**src/cfg_status_defs.vh**
```
// Offsets, field positions, reset values and fixed codes of the status header block
`ifndef CFG_STATUS_DEFS_VH
`define CFG_STATUS_DEFS_VH

`define OFS_STATUS          8'h06
`define OFS_REVISION        8'h08
`define OFS_CLASS           8'h09
`define OFS_CACHE_LINE      8'h0C
`define OFS_LATENCY         8'h0D

`define BIT_PARITY_SEEN     15
`define BIT_SYSERR_SIG      14
`define BIT_MASTER_ABORT_RECEIVED_RX       13
`define BIT_TABORT_RX       12
`define BIT_TABORT_SIG      11
`define BIT_MDPAR           8

`define STATUS_FIXED        16'h0210
`define STATUS_STICKY_MASK  16'hF900
`define CLASS_CODE          24'h0607_00
`define REVISION_CODE       8'h5A
`define CACHE_LINE_RESET    8'h00
`define LATENCY_RESET       8'h00

`endif

```
**src/cfg_status_header.v**
```verilog
// Configuration status, identity, cache line and latency registers of one bridge function
`include "cfg_status_defs.vh"
`timescale 1ns/1ps
`default_nettype none

// Notes on behaviour
// - Address or data parity error sets bit 15
// - Enabled system error report sets bit 14
// - Own master cycle master-aborted sets bit 13
// - Own master cycle target-aborted sets bit 12
// - Our target abort sets bit 11
// - Bits 10:9 fixed 01, medium decode
// - Bit 8: PERR, we master, response on
// - Writing one clears each error flag
// - Writing zero leaves a flag alone
// - Parity response disabled keeps data parity out of bit 8; bit 15 still sets
// - Bit 7 reads zero, not writable
// - Bit 6 hardwired zero
// - Bit 5 hardwired zero
// - Bit 4 always reads one
// - Bits 3:0 read zero
// - Revision register fixed, writes ignored
// - Class code fixed at bridge card-bus
// - Latency counts from zero at FRAME
// - Expired and GNT removed (GNT_N high) ends master cycle
module cfg_status_header
#(
    parameter [7:0] REVISION = `REVISION_CODE // Arbitrary value
)
(
    // Clock and reset
    input  wire        CLK_SYS,
    input  wire        NRST,
    // Configuration access, byte addressed, one dword lane set
    input  wire        CFG_WR,
    input  wire        CFG_RD,
    input  wire [7:0]  CFG_ADDR,
    input  wire [3:0]  CFG_BE,
    input  wire [31:0] CFG_WDATA,
    output reg  [31:0] CFG_RDATA,
    // Command register enables
    input  wire        SERR_ENABLE,
    input  wire        PARITY_RESPONSE_ENABLE,
    // Bus events
    input  wire        ADDR_PARITY_ERR,
    input  wire        DATA_PARITY_ERR,
    input  wire        PERR_SEEN,
    input  wire        SERR_DRIVEN,
    input  wire        MASTER_ACTIVE,
    input  wire        MASTER_ABORT,
    input  wire        TARGET_ABORT_RX,
    input  wire        TARGET_ABORT_TX,
    // Master cycle timing
    input  wire        FRAME_START,
    input  wire        GNT_N,
    output reg         MASTER_END_REQ,
    // Programmed values
    output reg  [7:0]  CACHE_LINE_SIZE,
    output reg  [7:0]  LATENCY_LIMIT
);

    wire        parity_error_seen;
    wire        system_error_signalled;
    wire        master_abort_received;
    wire        target_abort_received;
    wire        target_abort_signalled;
    wire        master_data_parity_flag;
    wire        lat_expired;
    wire [7:0]  lat_count;
    wire [15:0] status_clr;
    wire [15:0] status_value;
    wire        hit_dw0;
    wire        hit_dw2;
    wire        hit_dw3;
    reg  [31:0] next_rdata;

    localparam [5:0] DW_CMD_STATUS = 6'h01;
    localparam [5:0] DW_REV_CLASS  = 6'h02;
    localparam [5:0] DW_CACHE_LAT  = 6'h03;

    assign hit_dw0 = (CFG_ADDR[7:2] == DW_CMD_STATUS);
    assign hit_dw2 = (CFG_ADDR[7:2] == DW_REV_CLASS);
    assign hit_dw3 = (CFG_ADDR[7:2] == DW_CACHE_LAT);

    // Status lives in upper half of dword 04h; only ones clear
    assign status_clr = (CFG_WR && hit_dw0) ?
        ({(CFG_BE[3] ? CFG_WDATA[31:24] : 8'h00),
          (CFG_BE[2] ? CFG_WDATA[23:16] : 8'h00)} & `STATUS_STICKY_MASK) :
        16'h0000;

    sticky_flag u_par
    (
        .CLK_SYS (CLK_SYS),
        .NRST    (NRST),
        .set_evt (ADDR_PARITY_ERR | DATA_PARITY_ERR),
        .clr_evt (status_clr[`BIT_PARITY_SEEN]),
        .flag    (parity_error_seen)
    );

    sticky_flag u_serr
    (
        .CLK_SYS (CLK_SYS),
        .NRST    (NRST),
        .set_evt (SERR_ENABLE & SERR_DRIVEN),
        .clr_evt (status_clr[`BIT_SYSERR_SIG]),
        .flag    (system_error_signalled)
    );

    sticky_flag u_mab
    (
        .CLK_SYS (CLK_SYS),
        .NRST    (NRST),
        .set_evt (MASTER_ACTIVE & MASTER_ABORT),
        .clr_evt (status_clr[`BIT_MASTER_ABORT_RECEIVED_RX]),
        .flag    (master_abort_received)
    );

    sticky_flag u_tabr
    (
        .CLK_SYS (CLK_SYS),
        .NRST    (NRST),
        .set_evt (MASTER_ACTIVE & TARGET_ABORT_RX),
        .clr_evt (status_clr[`BIT_TABORT_RX]),
        .flag    (target_abort_received)
    );

    sticky_flag u_tabs
    (
        .CLK_SYS (CLK_SYS),
        .NRST    (NRST),
        .set_evt (TARGET_ABORT_TX),
        .clr_evt (status_clr[`BIT_TABORT_SIG]),
        .flag    (target_abort_signalled)
    );

    // Disabled response masks the event entirely, not just the report
    sticky_flag u_mdp
    (
        .CLK_SYS (CLK_SYS),
        .NRST    (NRST),
        .set_evt (DATA_PARITY_ERR & PERR_SEEN & MASTER_ACTIVE & PARITY_RESPONSE_ENABLE),
        .clr_evt (status_clr[`BIT_MDPAR]),
        .flag    (master_data_parity_flag)
    );

    // Fixed bits: 10:9=01, 7..5=0, 4=1, 3:0=0
    assign status_value = `STATUS_FIXED |
        {parity_error_seen, system_error_signalled, master_abort_received,
         target_abort_received, target_abort_signalled, 2'b00,
         master_data_parity_flag, 8'h00};

    latency_counter
    #(
        .WIDTH (8)
    )
    u_lat
    (
        .CLK_SYS     (CLK_SYS),
        .NRST        (NRST),
        .frame_start (FRAME_START),
        .master_busy (MASTER_ACTIVE),
        .limit       (LATENCY_LIMIT),
        .expired     (lat_expired),
        .count       (lat_count)
    );

    // Writable bytes of dword 0Ch
    always @(posedge CLK_SYS or negedge NRST)
    begin
        if (!NRST)
        begin
            CACHE_LINE_SIZE <= `CACHE_LINE_RESET;
            LATENCY_LIMIT   <= `LATENCY_RESET;
        end
        else if (CFG_WR && hit_dw3)
        begin
            if (CFG_BE[0])
                CACHE_LINE_SIZE <= CFG_WDATA[7:0];
            if (CFG_BE[1])
                LATENCY_LIMIT <= CFG_WDATA[15:8];
        end
    end

    // Revision and class have no write path at all
    always @*
    begin
        next_rdata = 32'h0000_0000;
        if (hit_dw0)
            next_rdata = {status_value, 16'h0000};
        else if (hit_dw2)
            next_rdata = {`CLASS_CODE, REVISION};
        else if (hit_dw3)
            next_rdata = {16'h0000, LATENCY_LIMIT, CACHE_LINE_SIZE};
    end

    always @(posedge CLK_SYS or negedge NRST)
    begin
        if (!NRST)
        begin
            CFG_RDATA      <= 32'h0000_0000;
            MASTER_END_REQ <= 1'b0;
        end
        else
        begin
            if (CFG_RD)
                CFG_RDATA <= next_rdata;
            // Ends only after grant removed, so a granted master may overrun
            MASTER_END_REQ <= MASTER_ACTIVE & lat_expired & GNT_N;
        end
    end

endmodule // cfg_status_header

`default_nettype wire

```
**src/sticky_flag.v**
```verilog
// One write-one-to-clear status flag where a set wins over a clear
`timescale 1ns/1ps
`default_nettype none

module sticky_flag
(
    // Clock and reset
    input  wire CLK_SYS,
    input  wire NRST,
    // Control
    input  wire set_evt,
    input  wire clr_evt,
    // State
    output reg  flag
);

    always @(posedge CLK_SYS or negedge NRST)
    begin
        if (!NRST)
            flag <= 1'b0;
        else if (set_evt)
            flag <= 1'b1;
        else if (clr_evt)
            flag <= 1'b0;
    end

endmodule // sticky_flag

`default_nettype wire

```
**src/latency_counter.v**
```verilog
// Master latency counter started by FRAME and held once expired
`timescale 1ns/1ps
`default_nettype none

module latency_counter
#(
    parameter WIDTH = 8
)
(
    // Clock and reset
    input  wire             CLK_SYS,
    input  wire             NRST,
    // Master cycle
    input  wire             frame_start,
    input  wire             master_busy,
    input  wire [WIDTH-1:0] limit,
    // Result
    output reg              expired,
    output reg  [WIDTH-1:0] count
);

    always @(posedge CLK_SYS or negedge NRST)
    begin
        if (!NRST)
        begin
            count   <= {WIDTH{1'b0}};
            expired <= 1'b0;
        end
        else if (frame_start)
        begin
            count   <= {WIDTH{1'b0}};
            expired <= (limit == {WIDTH{1'b0}});
        end
        else if (master_busy && !expired)
        begin
            count   <= count + 1'b1;
            expired <= (count + 1'b1 >= limit);
        end
        else if (!master_busy)
            expired <= 1'b0;
    end

endmodule // latency_counter

`default_nettype wire

```
**config.mk**
```make
export PLATFORM = sky130hd
export DESIGN_NAME = cfg_status_header
export DESIGN_NICKNAME = d
export VERILOG_FILES = /design/src/cfg_status_header.v /design/src/sticky_flag.v /design/src/latency_counter.v
export VERILOG_INCLUDE_DIRS = /design/src
export SDC_FILE = /design/constraint.sdc
export NUM_CORES = 1
export LEC_CHECK = 0
export ABC_AREA = 0
export BUFFER_PORTS_ARGS = -buffer_cell sky130_fd_sc_hd__buf_2
export CORE_MARGIN = 5
export CORE_UTILIZATION = 48
export DETAILED_ROUTE_END_ITERATION = 6
export GPL_TIMING_DRIVEN = 0
export PLACE_DENSITY = 0.88
export SLEW_MARGIN = 10
export SYNTH_ARGS = -nofsm -noshare
export SYNTH_HDL_FRONTEND = slang
export SYNTH_SLANG_ARGS = --single-unit
```
**constraint.sdc**
```tcl
create_clock -name CLK_SYS -period 2.2 [get_ports CLK_SYS]
set_clock_uncertainty 0.1 [all_clocks]
set_input_delay 0.11 -clock CLK_SYS [delete_from_list [all_inputs] [get_ports CLK_SYS]]
set_output_delay 0.11 -clock CLK_SYS [all_outputs]
set_load 0.02 [all_outputs]
```
# Yosys cells after proc, flatten, opt, wreduce, memory -nomap -nowiden
# Cells that the tools add are included.
# totals
word_cells,63
ff_bits,64
# op_classes
n_reduce_logical,14
n_lt_le_gt_ge,1
n_bitwise,9
n_eq_ne,4
muxes,22
add_sub_neg,1
# ops
op,n
2-to-1 mux 16 bit,2
2-to-1 mux 32 bit,1
2-to-1 mux 27 bit,1
2-to-1 mux 8 bit,3
2-to-1 mux 1 bit,15
nonzero test 2 bit,7
"== test 6 x 2 -> 1 bit, second input constant",2
"adder 8 x 1 -> 8 bit, second input constant",1
AND 1 bit,8
>= comparator 8 bit,1
logical NOT 8 bit,1
"== test 6 x 1 -> 1 bit, second input constant",1
AND reduction 2 bit,2
logical AND 1 bit,3
"inequality test 3 x 1 -> 1 bit, second input constant",1
logical NOT 1 bit,1
bitwise OR 1 bit,1

# Longest topological paths before layout
# depth
ltp_word,5
ltp_mapped,9

# Modules after synthesis
# From an unflattened synthesis, not the netlist that was laid out.
# unflattened
cells_unflattened,269
hier_area_um2,2741.4
# modules_own_cells
mod,seq_area_each_um2,area_per_inst_um2,n_inst,cells_per_inst
cfg_status_header,1051.0,1828.0,1,168
latency_counter,225.2,695.7,1,83
sticky_flag,25.0,36.3,6,3

# Worst setup path after synthesis
# OpenSTA, ideal clock, no wires.
# synth_timing
path_kind,reg2reg
from,register u_lat.count[0]
to,register u_lat.expired
slack_ps,270
path_buffers,0
setup_time_ps,104
stages_incl_launch_ff,10
period_less_slack_ps,1930
t_arrival_ps,1727
cell_sequence,dfrtp_1 -> ha_1 -> nand3_1 -> nor2_1 -> xor2_1 -> ha_1 -> nand2_1 -> o21ai_0 -> nor4_1 -> a221oi_1
# synth_via
elab_chain_len,4
# synth_rtl
element,line_no,source
from (decl),latency_counter.v:19,output reg [WIDTH-1:0] count
from (signal assigned),latency_counter.v:26,count <= {WIDTH{1'b0}};
from (signal assigned),latency_counter.v:31,count <= {WIDTH{1'b0}};
from (signal assigned),latency_counter.v:36,count <= count + 1'b1;
adder 8 x 1 -> 8 bit,latency_counter.v:37,expired <= (count + 1'b1 >= limit);
>= comparator 8 bit,latency_counter.v:37,
2-to-1 mux 1 bit,latency_counter.v:34,else if (master_busy && !expired)
2-to-1 mux 1 bit,latency_counter.v:29,else if (frame_start)
to (signal assigned),latency_counter.v:32,expired <= (limit == {WIDTH{1'b0}});
to (signal assigned),latency_counter.v:37,
to (decl),latency_counter.v:18,"output reg expired,"
# Every way passes these cells.
# A chain may end at the register's enable or synchronous reset.

# Worst setup path in the final report
# Same ends and word-level chain as after synthesis.

==> metrics <==
Ys Warns 0; Slowest Stage Delay on Critical Path between 400 and 500 ps; Worst setup EP type flip-flop; Crit Reg-Reg Startpoint u_lat.count[0]; HP Class input pin to flip-flop; WP buf/inv 0; antenna fix cells 0; Setup crit end u_lat.expired; H-tree depth 3; Final period util 0.9038; register area share after synthesis 0.5499; Cells after Synth about 220; HP Start MASTER_ACTIVE; synthesis-to-finish area growth 41.58%; R2R setup slack between 200 and 250 ps; GRT Residual Overflow 0; Fmax 502.9 MHz; Synth async-reset ratio 1.000; vias in the first global route 2,263; fin cells between 400 and 500; Via-to-Cell Ratio 5.122; power consumption 2.300 mW; critical path arrival between 2000 and 2500 ps; first-pass GRT wire length ~11 mm; largest net degree at the start of global routing 58; # placed instances about 380; proportion of layout cells with a drive suffix above 1 0.4146; Yosys reg bits 57; clock root buffer master clkbuf_8; die area around 0.007 sq mm; Post-DRT Antenna Nets 0; TritonCTS clock tree yes; RSZ-0062 raised after global routing false; # DRC 0; minimum clock period approximately 2000 ps; Clk pin slew, worst setup/hold paths ~60 ps; endpoints failing hold 0; Synth top cells by count dfrtp_1 (57), a22o_1 (21), mux2_2 (20); IO Port Bufs 90; final setup fails 0; synth unique cells 34; Max-Cap Viols 0; most common cell in the netlist dfrtp_1; Iter 0 DRT Violations 98; number of flops mapped to enable cells by yosys 0; Least-Margin Pin Slew around 700 ps; Syn Area/Cell 11.90 sq um; Leak around 1.9 nW; CTS Buf Count 9; Avg WL per Cell around 16 um; Die Ht between 80 and 90 um; cell accounting for the most synthesized area dfrtp_1; pwr dens ~630 mW/mm^2; DR vias around 2,200; Initial Utilization 0.5015; Yosys top cell area share 0.5499; Crit-path slowest cell dfrtp_2; mapped cell area 0.002594 sq mm; GP Congestion between 0.8 and 0.9; DP Wirelength between 4 and 5 mm; Peak VDD IR 0.4961 mV; Critical path origin u_lat.count[0]; DR pass1 iterations 4; CP cell instances ha_4 > nand3_4 > nor2_2 > xor2_1 > ha_1 > nand2_1 > o21ai_1 > nor4_2 > a221oi_2; critical path depth 9; crit path launch type flip-flop; Die X approximately 84 um; core area just over 0.005 sq mm; row count 26; r2r endpoint u_lat.expired; Reg2Reg Depth 9; GR Util All Layers 0.1986; initial antenna violation count 0; drt total wl between 6 and 7 mm; most common flop cell mapped by yosys dfrtp_1; synth top area cells dfrtp_1 (55%), mux2_2 (8.7%), a22o_1 (7.1%); # IOs ~110; Clock Path Buffers 2; Slew headroom 0.5332; layout net count 421; CP Max Fanout 5; final slew viol count 0; CTS Sinks 57; Top delay family on crit path adder cells; WP data required approximately 2300 ps; status finished, final reports clean; Filler Cell Count between 300 and 400; Fin Setup TNS 0 ps; WS Path Type flip-flop to flip-flop; Clk Latency, worst-skew pair roughly 330 ps
==> sequential cells by signal, indices dropped and copies added, names as in the netlist <==
register / count
CFG_RDATA: 25
CACHE_LINE_SIZE: 8
LATENCY_LIMIT: 8
u_lat.count: 8
MASTER_END_REQ: 1
u_lat.expired: 1
u_mab.flag: 1
u_mdp.flag: 1
u_par.flag: 1
u_serr.flag: 1
u_tabr.flag: 1
u_tabs.flag: 1
==> power breakdown <==
part	switching, mW	internal, mW
clock	0.412	0.404
combinational	0.187	0.161
sequential	0.0463	1.09
==> logic make-up after synthesis <==
family / share of synthesized area
buffers and inverters: 0.04824
muxes: 0.09069
AOI/OAI and AO/OA: 0.1249
adders and majority gates: 0.04342
xor gates and xnor gates: 0.04052
DFF: 0.5499
other: 0.001446
and+or+nand+nor: 0.1008
==> worst register-to-register path, cell delays in order, from the launching register on <==
cell,delay [ps]
dfrtp_2,460
ha_4,200
nand3_4,110
nor2_2,50
xor2_1,140
ha_1,280
nand2_1,60
o21ai_1,160
nor4_2,60
a221oi_2,280
==> worst min path at each step <==
stage / depth (start not counted) / slack (ps) / to
global route: 2 / 20 / CFG_RDATA[1]
detailed placement: 2 / 200 / u_tabs.flag
global placement: 2 / 190 / u_tabs.flag
finish: 2 / 20 / MASTER_END_REQ
CTS: 2 / 9 / CFG_RDATA[1]
floorplan: 0 / -290 / CACHE_LINE_SIZE[0]
==> per-layer routing <==
layer	up-vias	routed length (um)	part of all wire	global-route usage
li1	1039	-	-	-
met1	1065	2707	0.40	0.2232
met2	66	3575	0.52	0.3528
met3	17	319	0.047	0.03949
met4	0	222	0.033	0.1067
met5	-	0	0	0
==> layout make-up <==
type | count | area (sq um) | share of cell area
Clock buffer | 11 | 131.4 | 0.03578
Sequential cell | 57 | 1431 | 0.3898
Timing Repair Buffer | 120 | 753.2 | 0.2051
Inverter | 13 | 48.80 | 0.01329
Buffer | 13 | 76.32 | 0.02078
Clock inverter | 5 | 32.53 | 0.008859
Multi-Input combinational cell | 138 | 1111 | 0.3026
Tap cell | 70 | 87.58 | 0.02385
==> what timing repair did <==
action                                  in CTS  in global routing
gates resized for setup                      0                 15
hold endpoints to repair                    80                  0
hold buffers                                30                  0
buffers inserted                             0                  0
endpoints found under the setup margin       0                  1
==> per-stage QoR <==
| step | utilization | hold WS (ps) | cell area, sq um | worst slack [ps] |
|---|---|---|---|---|
| floorplan | - | -285.6 | 2605 | 269.5 |
| global placement | 0.6076 | 189.5 | 3143 | 126.5 |
| detailed placement | 0.6076 | 199.1 | 3143 | 29.84 |
| CTS | 0.6974 | 8.672 | 3607 | 18.17 |
| global route | 0.7100 | 17.10 | 3672 | 27.70 |
| finish | 0.7100 | 18.93 | 3672 | 211.6 |
==> cell usage in the layout, fill, tap and decap left out, types with 3 or more instances in the layout <==
cell type / n
buf_2: 90
dfrtp_1: 53
dlygate4sd3_1: 30
a22o_1: 21
mux2_2: 20
nand2_1: 14
inv_1: 13
nor2_1: 12
clkbuf_8: 9
a21oi_1: 8
ha_1: 8
buf_4: 8
xnor2_1: 7
clkbuf_1: 7
xor2_1: 5
nor4_1: 4
conb_1: 4
dfrtp_2: 4
nor3_1: 3
o21ai_0: 3
a21o_1: 3
clkinvlp_4: 3
(Power assumes the default switching activity.)
